--- src/hw/flash_prefetch_pkg.sv ---
// constants, register map and field layout of the flash prefetch line buffer
// Operation
// miss waits flash_wait_cycles clocks before using flash data; hit answers without waits
// each line holds 128 flash bits from one access, returned as 32-bit words
// linear fetch with prediction waits only on the first word of each line
// one instruction line, one cpu data line, two peripheral lines; setting enables types
// hit compares address only, any read type may hit any valid line
// no preloading, no address masking, no line locking
// miss matching prediction moves buffer into a line and returns the word together
// prediction starts at first read; after a fill fetch the next 16-byte line
// flash accesses never abort; a new miss waits for the running access
// only request types allowed by predict_enable_sel start a predictive fetch
// programming event invalidates lines and prediction buffer after any running transaction
// read of a page under program or erase stalls until it finishes
// reset invalidates every line and clears all tag bits
// double-bit error returns bus error and sets double_error_flag, status bit 27
// only hardware sets double_error_flag; only software clears it in its handler
// each corrected read decrements single_error_countdown, holding at zero, never reloading
// corrected error while countdown is zero sets single_error_flag, status bit 26
// interrupt stands while sec_irq_enable and single_error_flag are both set
// line keeps corrected data; later hits on it raise no ecc event
// ecc errors of predictive fetches are kept and reported only when delivered
// double-error data is still loaded and the line stays valid until replaced
// idle lets a running prefetch finish before gating clock; sleep stops clock
// predict_enable_sel: 11 any, 10 cpu instr and data, 01 instr only, 00 off
// flash_wait_cycles is a plain binary count from zero to seven
// clear, set and invert aliases at byte offsets 0x4, 0x8 and 0xc
// tags hold physical address bits 31 down to 4
// peripheral fills replace the older peripheral line by an alternating pointer
package flash_prefetch_pkg;
  localparam int NUM_LINES = 4;
  localparam int LINE_BITS = 128;
  localparam int WORD_BITS = 32;
  localparam int TAG_LSB = 4;
  localparam int TAG_W = 28;
  localparam int WORD_SEL_LSB = 2;
  // register map, byte addresses
  localparam logic [11:0] CTRL_OFF = 12'h000;
  localparam logic [11:0] STAT_OFF = 12'h010;
  localparam logic [3:0] ALIAS_CLR = 4'h4;
  localparam logic [3:0] ALIAS_SET = 4'h8;
  localparam logic [3:0] ALIAS_INV = 4'hc;
  // buffer_control_reg fields
  localparam int WAIT_LSB = 0;
  localparam int WAIT_W = 3;
  localparam int PRED_LSB = 4;
  localparam int PRED_W = 2;
  localparam int SECEN_BIT = 26;
  localparam logic [31:0] CTRL_RESET = 32'h0000_0003;
  localparam logic [31:0] CTRL_MASK = 32'h0400_0037;
  // flash_error_status fields
  localparam int DED_BIT = 27;
  localparam int SECF_BIT = 26;
  localparam int CNT_LSB = 0;
  localparam int CNT_W = 8;
  localparam logic [31:0] STAT_RESET = 32'h0000_0000;
  localparam logic [31:0] STAT_MASK = 32'h0c00_00ff;
  // predict_enable_sel codes
  localparam logic [1:0] PRED_OFF = 2'h0;
  localparam logic [1:0] PRED_INSTR = 2'h1;
  localparam logic [1:0] PRED_CPU = 2'h2;
  localparam logic [1:0] PRED_ALL = 2'h3;
  // request types
  localparam logic [1:0] TYPE_INSTR = 2'h0;
  localparam logic [1:0] TYPE_DATA = 2'h1;
  localparam logic [1:0] TYPE_PERIPH = 2'h2;
  // line slots
  localparam logic [1:0] LINE_INSTR = 2'h0;
  localparam logic [1:0] LINE_DATA = 2'h1;
  localparam logic [1:0] LINE_PERIPH = 2'h2;
  typedef enum logic {st_idle, st_fetch} state_t;
endpackage

--- src/hw/flash_prefetch_line_buffer.sv ---
// four-line prefetch buffer between system read port and 128-bit flash array
`timescale 1ns/100ps
module flash_prefetch_line_buffer #(
  parameter int PAGE_LSB = 12
) (
  // clock and reset
  input wire logic pclk,
  input wire logic presetn,
  // apb register port
  input wire logic psel,
  input wire logic penable,
  input wire logic pwrite,
  input wire logic [11:0] paddr,
  input wire logic [31:0] pwdata,
  output logic [31:0] prdata,
  output logic pready,
  output logic pslverr,
  // system read port
  input wire logic rd_req,
  input wire logic [31:0] rd_addr,
  input wire logic [1:0] rd_type,
  output logic rd_ack,
  output logic [31:0] rd_data,
  output logic rd_err,
  // flash array
  output logic fl_rd_en,
  output logic [27:0] fl_line_addr,
  input wire logic [127:0] fl_rdata,
  input wire logic fl_sec,
  input wire logic fl_ded,
  // flash programming
  input wire logic prog_event,
  input wire logic prog_busy,
  input wire logic [31:0] prog_addr,
  // power
  input wire logic idle_mode,
  input wire logic sleep_mode,
  output logic clk_enable,
  // interrupt
  output logic sec_irq
);

  localparam int TW = flash_prefetch_pkg::TAG_W;
  localparam int LB = flash_prefetch_pkg::LINE_BITS;
  localparam int NL = flash_prefetch_pkg::NUM_LINES;

  // registers
  logic [31:0] ctrl_q;
  logic [31:0] stat_q;
  logic [31:0] stat_d;
  logic [31:0] prdata_q;
  logic pready_q;
  logic pslverr_q;

  // line arrays
  logic [TW-1:0] tag_q [NL];
  logic [LB-1:0] data_q [NL];
  logic [NL-1:0] valid_q;
  logic [NL-1:0] ded_q;
  logic periph_ptr_q;

  // prediction buffer
  logic pb_valid_q;
  logic [TW-1:0] pb_tag_q;
  logic [LB-1:0] pb_data_q;
  logic pb_sec_q;
  logic pb_ded_q;

  // flash engine
  logic fl_busy_q;
  logic fl_pred_q;
  logic [2:0] fl_cnt_q;
  logic [2:0] fl_ws_q;
  logic [TW-1:0] fl_tag_q;
  logic fl_rd_en_q;

  flash_prefetch_pkg::state_t state_q;
  logic inv_pend_q;
  logic rd_ack_q;
  logic [31:0] rd_data_q;
  logic rd_err_q;
  logic clk_en_q;
  logic sec_irq_q;

  // decode
  logic [2:0] wait_sel;
  logic [1:0] pred_sel;
  logic [TW-1:0] req_tag;
  logic [1:0] req_word;
  logic [NL-1:0] hit_vec;
  logic [1:0] hit_idx;
  logic page_stall;
  logic can_take;
  logic take_hit;
  logic take_pb;
  logic start_dem;
  logic dem_done;
  logic fl_done;
  logic pred_start;
  logic fill_now;
  logic [1:0] fill_idx;
  logic do_inv;
  logic ev_sec;
  logic ev_ded;
  logic [31:0] deliver_word;
  logic deliver_err;
  logic ctrl_wr;
  logic stat_wr;
  logic reg_mapped;

  function automatic logic [31:0] apply_alias(input logic [31:0] old, input logic [31:0] wd,
                                              input logic [3:0] kind);
    case (kind)
      flash_prefetch_pkg::ALIAS_CLR: apply_alias = old & ~wd;
      flash_prefetch_pkg::ALIAS_SET: apply_alias = old | wd;
      flash_prefetch_pkg::ALIAS_INV: apply_alias = old ^ wd;
      default: apply_alias = wd;
    endcase
  endfunction

  // which request types may start a predictive fetch
  function automatic logic pred_ok(input logic [1:0] sel, input logic [1:0] typ);
    case (typ)
      flash_prefetch_pkg::TYPE_INSTR: pred_ok = (sel != flash_prefetch_pkg::PRED_OFF);
      flash_prefetch_pkg::TYPE_DATA: pred_ok = (sel >= flash_prefetch_pkg::PRED_CPU);
      default: pred_ok = (sel == flash_prefetch_pkg::PRED_ALL);
    endcase
  endfunction

  // which fill types own a line under the current setting
  function automatic logic fill_ok(input logic [1:0] sel, input logic [1:0] typ);
    case (typ)
      flash_prefetch_pkg::TYPE_INSTR: fill_ok = 1'b1;
      flash_prefetch_pkg::TYPE_DATA: fill_ok = (sel >= flash_prefetch_pkg::PRED_CPU);
      default: fill_ok = (sel == flash_prefetch_pkg::PRED_ALL);
    endcase
  endfunction

  function automatic logic [31:0] word_of(input logic [LB-1:0] line, input logic [1:0] sel);
    word_of = line[sel*flash_prefetch_pkg::WORD_BITS +: flash_prefetch_pkg::WORD_BITS];
  endfunction

  assign wait_sel = ctrl_q[flash_prefetch_pkg::WAIT_LSB +: flash_prefetch_pkg::WAIT_W];
  assign pred_sel = ctrl_q[flash_prefetch_pkg::PRED_LSB +: flash_prefetch_pkg::PRED_W];
  assign req_tag = rd_addr[31:flash_prefetch_pkg::TAG_LSB];
  assign req_word = rd_addr[flash_prefetch_pkg::TAG_LSB-1:flash_prefetch_pkg::WORD_SEL_LSB];

  // address-only compare, type is never looked at
  genvar gi;
  generate
    for (gi = 0; gi < NL; gi++) begin : g_hit
      assign hit_vec[gi] = valid_q[gi] && (tag_q[gi] == req_tag);
    end
  endgenerate

  always_comb begin
    hit_idx = 2'h0;
    for (int i = NL - 1; i >= 0; i--) begin
      if (hit_vec[i]) begin
        hit_idx = 2'(i);
      end
    end
  end

  // request arbitration
  assign page_stall = prog_busy &&
                      (rd_addr[31:PAGE_LSB] == prog_addr[31:PAGE_LSB]);
  assign can_take = (state_q == flash_prefetch_pkg::st_idle) && rd_req && !rd_ack_q &&
                    !inv_pend_q && !sleep_mode && !page_stall;
  assign take_hit = can_take && (|hit_vec);
  assign take_pb = can_take && !(|hit_vec) && pb_valid_q && (pb_tag_q == req_tag);
  // a busy engine is never aborted; the miss waits for it
  assign start_dem = can_take && !(|hit_vec) && !(pb_valid_q && (pb_tag_q == req_tag)) &&
                     !fl_busy_q;
  assign fl_done = fl_busy_q && (fl_cnt_q == fl_ws_q);
  assign dem_done = (state_q == flash_prefetch_pkg::st_fetch) && fl_done && !fl_pred_q;
  assign fill_now = (take_pb || dem_done) && fill_ok(pred_sel, rd_type);
  assign pred_start = (take_pb || dem_done) && pred_ok(pred_sel, rd_type) &&
                      !inv_pend_q && (dem_done || !fl_busy_q);
  assign do_inv = inv_pend_q && (state_q == flash_prefetch_pkg::st_idle) && !fl_busy_q;

  always_comb begin
    case (rd_type)
      flash_prefetch_pkg::TYPE_INSTR: fill_idx = flash_prefetch_pkg::LINE_INSTR;
      flash_prefetch_pkg::TYPE_DATA: fill_idx = flash_prefetch_pkg::LINE_DATA;
      default: fill_idx = flash_prefetch_pkg::LINE_PERIPH | {1'b0, periph_ptr_q};
    endcase
  end

  // what goes back to the initiator and which ecc events it carries
  always_comb begin
    deliver_word = 32'h0000_0000;
    deliver_err = 1'b0;
    ev_sec = 1'b0;
    ev_ded = 1'b0;
    if (take_hit) begin
      deliver_word = word_of(data_q[hit_idx], req_word);
      deliver_err = ded_q[hit_idx];
      ev_ded = ded_q[hit_idx];
    end else if (take_pb) begin
      deliver_word = word_of(pb_data_q, req_word);
      deliver_err = pb_ded_q;
      ev_sec = pb_sec_q;
      ev_ded = pb_ded_q;
    end else if (dem_done) begin
      deliver_word = word_of(fl_rdata, req_word);
      deliver_err = fl_ded;
      ev_sec = fl_sec;
      ev_ded = fl_ded;
    end
  end

  // apb decode, aliases sit at +4, +8, +c of each base
  assign reg_mapped = (paddr[1:0] == 2'h0) &&
                      ((paddr[11:4] == flash_prefetch_pkg::CTRL_OFF[11:4]) ||
                       (paddr[11:4] == flash_prefetch_pkg::STAT_OFF[11:4]));
  assign ctrl_wr = psel && penable && pwrite && (paddr[1:0] == 2'h0) &&
                   (paddr[11:4] == flash_prefetch_pkg::CTRL_OFF[11:4]);
  assign stat_wr = psel && penable && pwrite && (paddr[1:0] == 2'h0) &&
                   (paddr[11:4] == flash_prefetch_pkg::STAT_OFF[11:4]);

  always_ff @(posedge pclk or negedge presetn) begin
    if (!presetn) begin
      ctrl_q <= flash_prefetch_pkg::CTRL_RESET;
    end else if (ctrl_wr) begin
      ctrl_q <= apply_alias(ctrl_q, pwdata, paddr[3:0]) & flash_prefetch_pkg::CTRL_MASK;
    end
  end

  // hardware sets win over a software clear in the same cycle
  always_comb begin
    stat_d = stat_q;
    if (stat_wr) begin
      stat_d = apply_alias(stat_q, pwdata, paddr[3:0]) & flash_prefetch_pkg::STAT_MASK;
      // software may only clear the double-error flag
      stat_d[flash_prefetch_pkg::DED_BIT] = stat_q[flash_prefetch_pkg::DED_BIT] &
                                            stat_d[flash_prefetch_pkg::DED_BIT];
    end else if (ev_sec &&
                 (stat_q[flash_prefetch_pkg::CNT_LSB +: flash_prefetch_pkg::CNT_W] != 8'h00)) begin
      stat_d[flash_prefetch_pkg::CNT_LSB +: flash_prefetch_pkg::CNT_W] =
        stat_q[flash_prefetch_pkg::CNT_LSB +: flash_prefetch_pkg::CNT_W] - 8'h01;
    end
    if (ev_sec && (stat_q[flash_prefetch_pkg::CNT_LSB +: flash_prefetch_pkg::CNT_W] == 8'h00)) begin
      stat_d[flash_prefetch_pkg::SECF_BIT] = 1'b1;
    end
    if (ev_ded) begin
      stat_d[flash_prefetch_pkg::DED_BIT] = 1'b1;
    end
  end

  always_ff @(posedge pclk or negedge presetn) begin
    if (!presetn) begin
      stat_q <= flash_prefetch_pkg::STAT_RESET;
    end else begin
      stat_q <= stat_d;
    end
  end

  // apb answers in the access cycle, never waits
  always_ff @(posedge pclk or negedge presetn) begin
    if (!presetn) begin
      prdata_q <= 32'h0000_0000;
      pready_q <= 1'b0;
      pslverr_q <= 1'b0;
    end else begin
      pready_q <= 1'b1;
      if (psel && !penable) begin
        pslverr_q <= !reg_mapped;
        if (!reg_mapped) begin
          prdata_q <= 32'h0000_0000;
        end else if (paddr[11:4] == flash_prefetch_pkg::CTRL_OFF[11:4]) begin
          prdata_q <= ctrl_q;
        end else begin
          prdata_q <= stat_q;
        end
      end
    end
  end

  // flash engine, one access at a time, each runs to the end
  always_ff @(posedge pclk or negedge presetn) begin
    if (!presetn) begin
      fl_busy_q <= 1'b0;
      fl_pred_q <= 1'b0;
      fl_cnt_q <= 3'h0;
      fl_ws_q <= 3'h0;
      fl_tag_q <= '0;
      fl_rd_en_q <= 1'b0;
    end else begin
      fl_rd_en_q <= start_dem || pred_start;
      if (start_dem || pred_start) begin
        fl_busy_q <= 1'b1;
        fl_pred_q <= pred_start;
        fl_cnt_q <= 3'h0;
        fl_ws_q <= wait_sel;
        fl_tag_q <= pred_start ? (req_tag + 28'h1) : req_tag;
      end else if (fl_done) begin
        fl_busy_q <= 1'b0;
      end else if (fl_busy_q) begin
        fl_cnt_q <= fl_cnt_q + 3'h1;
      end
    end
  end

  // request state
  always_ff @(posedge pclk or negedge presetn) begin
    if (!presetn) begin
      state_q <= flash_prefetch_pkg::st_idle;
    end else begin
      case (state_q)
        flash_prefetch_pkg::st_idle: begin
          if (start_dem) begin
            state_q <= flash_prefetch_pkg::st_fetch;
          end
        end
        flash_prefetch_pkg::st_fetch: begin
          if (dem_done) begin
            state_q <= flash_prefetch_pkg::st_idle;
          end
        end
        default: state_q <= flash_prefetch_pkg::st_idle;
      endcase
    end
  end

  // line arrays; no preload, mask or lock paths exist
  always_ff @(posedge pclk or negedge presetn) begin
    if (!presetn) begin
      valid_q <= '0;
      ded_q <= '0;
      periph_ptr_q <= 1'b0;
      for (int i = 0; i < NL; i++) begin
        tag_q[i] <= '0;
        data_q[i] <= '0;
      end
    end else if (do_inv) begin
      valid_q <= '0;
    end else if (fill_now) begin
      valid_q[fill_idx] <= 1'b1;
      tag_q[fill_idx] <= req_tag;
      // corrected data is kept, the sec mark is not
      data_q[fill_idx] <= take_pb ? pb_data_q : fl_rdata;
      ded_q[fill_idx] <= take_pb ? pb_ded_q : fl_ded;
      if (rd_type != flash_prefetch_pkg::TYPE_INSTR && rd_type != flash_prefetch_pkg::TYPE_DATA) begin
        periph_ptr_q <= !periph_ptr_q;
      end
    end
  end

  // prediction buffer keeps ecc marks until its data is used
  always_ff @(posedge pclk or negedge presetn) begin
    if (!presetn) begin
      pb_valid_q <= 1'b0;
      pb_tag_q <= '0;
      pb_data_q <= '0;
      pb_sec_q <= 1'b0;
      pb_ded_q <= 1'b0;
    end else if (do_inv || pred_start || take_pb) begin
      pb_valid_q <= 1'b0;
    end else if (fl_done && fl_pred_q) begin
      pb_valid_q <= 1'b1;
      pb_tag_q <= fl_tag_q;
      pb_data_q <= fl_rdata;
      pb_sec_q <= fl_sec;
      pb_ded_q <= fl_ded;
    end
  end

  // a new event in the cycle of the flush stays pending
  always_ff @(posedge pclk or negedge presetn) begin
    if (!presetn) begin
      inv_pend_q <= 1'b0;
    end else begin
      inv_pend_q <= (inv_pend_q && !do_inv) || prog_event;
    end
  end

  always_ff @(posedge pclk or negedge presetn) begin
    if (!presetn) begin
      rd_ack_q <= 1'b0;
      rd_data_q <= 32'h0000_0000;
      rd_err_q <= 1'b0;
    end else begin
      rd_ack_q <= take_hit || take_pb || dem_done;
      rd_data_q <= deliver_word;
      rd_err_q <= deliver_err;
    end
  end

  // gate request for an external clock gate; this flop sits on the free clock
  always_ff @(posedge pclk or negedge presetn) begin
    if (!presetn) begin
      clk_en_q <= 1'b1;
    end else begin
      clk_en_q <= !(sleep_mode || (idle_mode && !fl_busy_q &&
                    (state_q == flash_prefetch_pkg::st_idle)));
    end
  end

  always_ff @(posedge pclk or negedge presetn) begin
    if (!presetn) begin
      sec_irq_q <= 1'b0;
    end else begin
      sec_irq_q <= ctrl_q[flash_prefetch_pkg::SECEN_BIT] &&
                   stat_q[flash_prefetch_pkg::SECF_BIT];
    end
  end

  assign prdata = prdata_q;
  assign pready = pready_q;
  assign pslverr = pslverr_q;
  assign rd_ack = rd_ack_q;
  assign rd_data = rd_data_q;
  assign rd_err = rd_err_q;
  assign fl_rd_en = fl_rd_en_q;
  assign fl_line_addr = fl_tag_q;
  assign clk_enable = clk_en_q;
  assign sec_irq = sec_irq_q;

endmodule

--- config.mk ---
export PLATFORM = sky130hd
export DESIGN_NAME = flash_prefetch_line_buffer
export DESIGN_NICKNAME = d
export VERILOG_FILES = /design/src/hw/flash_prefetch_pkg.sv /design/src/hw/flash_prefetch_line_buffer.sv
export SDC_FILE = /design/constraint.sdc
export NUM_CORES = 2
export LEC_CHECK = 0
export BUFFER_PORTS_ARGS = -buffer_cell sky130_fd_sc_hd__buf_2
export CORE_ASPECT_RATIO = 2
export CORE_UTILIZATION = 40
export DETAILED_ROUTE_END_ITERATION = 10
export PLACE_DENSITY = 0.55
export SLEW_MARGIN = 15
export SYNTH_ARGS = -nofsm -noshare
export SYNTH_HDL_FRONTEND = slang
export SYNTH_SLANG_ARGS = --single-unit
--- constraint.sdc ---
create_clock -name pclk -period 3.55 [get_ports pclk]
set_clock_uncertainty 0.15 [all_clocks]
set_input_delay 0.355 -clock pclk [delete_from_list [all_inputs] [get_ports pclk]]
set_output_delay 0.355 -clock pclk [all_outputs]
set_load 0.05 [all_outputs]
==> impl_metrics.toml <==
[critical_path]
cp-endpoint = "pb_data_q[18]$_DFFE_PN0P_"
crit_path_max_fanout = 5
crit-reg2reg-launch = "pb_tag_q[15]$_DFFE_PN0P_"
endpoint_kind = "flop"
depth_of_the_most_critical_reg_to_reg_path = 16
timing.critical_path.from_type = "flop"
timing.reg2reg.setup_slack_ps = -50
worst_ep_arrival_time_ps = 4020
critical_path_required_ps = 3970
path_class = "flop to flop"
r2r_end = "pb_data_q[18]$_DFFE_PN0P_"
startpoint = "pb_tag_q[15]$_DFFE_PN0P_"

[global_route]
grt_antenna_before_repair = 7
grt_overflow_total = 0
gr-usage-all-layers = 0.268
grt_pass1_vias = 35760
grt_pass1_wl_mm = 224
pin_count_of_the_biggest_net_entering_global_routing = 85

[hold_path]
hold_path.class = "input pin to flop"

[routing]
ant_nets = 0
routed_wire_length_per_instance_um = 24.1
avgViaCountPerCell = 5.55
via_count = 34985
detail_route.wirelength_mm = 152
drt_pass1_iterations = 5
drt-initial-drc-count = 2452
drcViolationCount = 0

[cts]
worstSkewPairLatency_ps = 700
tritoncts = "built"
clock_path_buffers = 3
buffer_cell_driving_the_clock_tree_root = "sky130_fd_sc_hd__clkbuf_16"
clk_transition_reported_paths_ps = 70
clock_sink_count = 895
ctsHtreeMaxLevel = 3
cts_inserted_buffers = 87

[finish]
final_nets = 5129
drive_above_1_share = 0.301
area_delta_synth_final_pct = 31.5
finalInstanceArea_um2 = 57600
fillCellCount = 9437

[die]
design.portCount = 349
placementRows = 171
die_x_um = 236
die_area_um2 = 111000
die_h_um = 470
core_region_area_um2 = 108000
start_util = 0.404

[power_and_ir_drop]
cellPowerDensity_nw_per_um2 = 542
report.power.total_mw = 31.2
power_leakage_nw = 26.2
worst_ir_drop_vdd_mv = 0.723

[timing]
setup-tns-final_ps = -280
timing.final.ws_setup_ps = -45.9
layout_min_cycle_time_ps = 3600
hold-worst-slack_ps = 47.4
slew_headroom = 0.290
rsz_0062_raised_after_global_routing = "yes"
timing.fmax_mhz = 278
report.final.slew_viol_count = 0
final_hold_viol_count = 0
finalSetupViolations = 15
tightest_slew_ps = 1060
layout_worst_path_cycle_share = 1.01

[placed_design]
post-dp-hpwl_mm = 104
place.gp.congestion = 0.912
place_ws_ps = -1130
postPlaceCellArea_um2 = 50700
port_buffers = 290

[synthesis]
synth_async_sr_flop_share = 1.00
synth_common_cells = "sky130_fd_sc_hd__dfrtp_1 (892), sky130_fd_sc_hd__nor2_1 (466), sky130_fd_sc_hd__a21oi_1 (436)"
synth_cell_types = 71
post_synthesis_instance_area_um2 = 43800
yosys.area.top_type = "sky130_fd_sc_hd__dfrtp_1"
synth_seq_cells = 895
synth.yosys.seq_area_share = 0.511
netlist_top_cells_area = "sky130_fd_sc_hd__dfrtp_1 (51%), sky130_fd_sc_hd__mux2i_1 (6.6%), sky130_fd_sc_hd__a21oi_1 (5.0%), sky130_fd_sc_hd__mux4_2 (4.6%), sky130_fd_sc_hd__mux2_2 (4.4%)"
mapped_cells = 4017
number_of_enable_flip_flop_cells_after_synthesis = 0
synth.avg_cell_area_um2 = 10.9
yosys.cell_count.top_type = "sky130_fd_sc_hd__dfrtp_1"
synth_flop_cell = "sky130_fd_sc_hd__dfrtp_1"
post-synth-top-area-fraction = 0.510
yosysWarnings = 0

[run_status]
outcome = "finished with violations"
violations = "negative setup slack"

[flow_run]
drv.max_cap_violation_count = 0
sequential cells by signal (all words and copies together), names as in the netlist, 3 cells and up:
name and cells:
prdata 10, stat_q 10, fl_line_addr 28, fl_ws_q 3, ctrl_q 6, rd_data 32
data_q 512, tag_q 112, pb_tag_q 28, fl_cnt_q 3, pb_data_q 128, ded_q 4
valid_q 4
area by class of cell:
type	instances	area, um^2	area share
inverter	49	198	0.00343
multi-input combinational	2762	20500	0.356
timing repair buffer	1048	9620	0.167
antenna	8	20.0	0.000347
tap	1384	1730	0.0301
clock buffer	121	2500	0.0435
clock inverter	38	601	0.0104
sequential	895	22400	0.389
worst min path at each step:
| stage | from | to | slack (ps) | cells past startpoint |
|---|---|---|---|---|
| after detailed placement | presetn | prdata[27]$_DFFE_PN0P_ | 310 | 1 |
| after global routing | rd_addr[30] | tag_q[82]$_DFFE_PN0P_ | 30 | 3 |
| after floorplan | presetn | ctrl_q[26]$_DFFE_PN0P_ | -90 | 0 |
| after global placement | presetn | prdata[27]$_DFFE_PN0P_ | 310 | 1 |
| after CTS | rd_addr[19] | fl_line_addr[15]$_DFFE_PN0P_ | 0.06 | 4 |
| final | rd_type[1] | periph_ptr_q$_DFFE_PN0P_ | 50 | 4 |
critical path, stage by stage, from the launching register on:
cell	delay [ps]
sky130_fd_sc_hd__dfrtp_1	470
sky130_fd_sc_hd__xnor2_1	180
sky130_fd_sc_hd__nand4_1	220
sky130_fd_sc_hd__nor4_2	200
sky130_fd_sc_hd__buf_4	140
sky130_fd_sc_hd__nand4_1	120
sky130_fd_sc_hd__or3_4	390
sky130_fd_sc_hd__buf_6	130
sky130_fd_sc_hd__nor3_4	220
sky130_fd_sc_hd__o21a_4	190
sky130_fd_sc_hd__nor4b_4	50
sky130_fd_sc_hd__buf_6	130
sky130_fd_sc_hd__buf_16	140
sky130_fd_sc_hd__buf_16	160
sky130_fd_sc_hd__buf_12	140
sky130_fd_sc_hd__buf_16	130
sky130_fd_sc_hd__mux2_4	290
placed cells by master, fill, tap and decap left out, types with 21 or more instances in the layout:
| cell type | netlist | routed |
|---|---|---|
| sky130_fd_sc_hd__mux2_4 | 0 | 89 |
| sky130_fd_sc_hd__buf_16 | 0 | 22 |
| sky130_fd_sc_hd__nand2_1 | 285 | 285 |
| sky130_fd_sc_hd__xor2_1 | 40 | 40 |
| sky130_fd_sc_hd__nor2_1 | 466 | 465 |
| sky130_fd_sc_hd__o22ai_1 | 38 | 35 |
| sky130_fd_sc_hd__inv_1 | 48 | 48 |
| sky130_fd_sc_hd__mux2i_1 | 291 | 284 |
| sky130_fd_sc_hd__xnor2_1 | 129 | 102 |
| sky130_fd_sc_hd__dfrtp_1 | 892 | 886 |
| sky130_fd_sc_hd__buf_4 | 41 | 435 |
| sky130_fd_sc_hd__buf_2 | 148 | 287 |
| sky130_fd_sc_hd__mux2_2 | 171 | 161 |
| sky130_fd_sc_hd__clkbuf_16 | 0 | 101 |
| sky130_fd_sc_hd__dlygate4sd3_1 | 0 | 171 |
| sky130_fd_sc_hd__mux2_1 | 109 | 30 |
| sky130_fd_sc_hd__o211ai_1 | 21 | 21 |
| sky130_fd_sc_hd__xnor2_2 | 3 | 30 |
| sky130_fd_sc_hd__a22oi_1 | 43 | 43 |
| sky130_fd_sc_hd__conb_1 | 2 | 23 |
| sky130_fd_sc_hd__ha_1 | 36 | 36 |
| sky130_fd_sc_hd__nand3_1 | 48 | 47 |
| sky130_fd_sc_hd__buf_12 | 0 | 101 |
| sky130_fd_sc_hd__a21oi_1 | 436 | 434 |
| sky130_fd_sc_hd__a22o_1 | 33 | 33 |
| sky130_fd_sc_hd__mux4_2 | 90 | 90 |
| sky130_fd_sc_hd__nand4_1 | 58 | 58 |
| sky130_fd_sc_hd__o21ai_0 | 181 | 181 |
| sky130_fd_sc_hd__nor3_1 | 27 | 24 |
per-layer routing:
layer  global-route usage  up-vias  share of wire
met5                    0        -        0.00019
met4                0.135        4          0.051
met3               0.0320      301          0.046
met2                0.483     1080           0.53
met1                0.310    17661           0.38
li1                     -    15939              -
where the power goes:
part           internal (mW)  switching, mW  total [mW]
clock network           5.92           4.32        10.2
logic                   3.64           3.44        7.07
registers               12.2           1.72        13.9
stage by stage:
step	util	std cells
2_1_floorplan	-	4038
3_3_place_gp	0.467	5899
3_5_place_dp	0.467	5899
4_1_cts	0.522	6260
5_1_grt	0.531	6300
6_report	0.531	6305
cells by family after synthesis:
family          Yosys count  share of synthesized area
xor+xnor                172                     0.0349
buf+inv                 381                     0.0438
fa+ha+maj                36                     0.0103
compound gates          874                      0.116
other cells               2                   0.000171
mux                     661                      0.185
flops                   895                      0.511
simple gates            996                     0.0992
what timing repair did:
action	4_1_cts	5_1_grt
pin swaps	19	27
hold buffers	171	0
endpoints found under the hold margin	680	0
gates resized for setup	143	99
gates cloned	9	15
endpoints found under the setup margin	864	749
setup buffers	23	27
No activity file was read; power rests on OpenSTA's default activity.
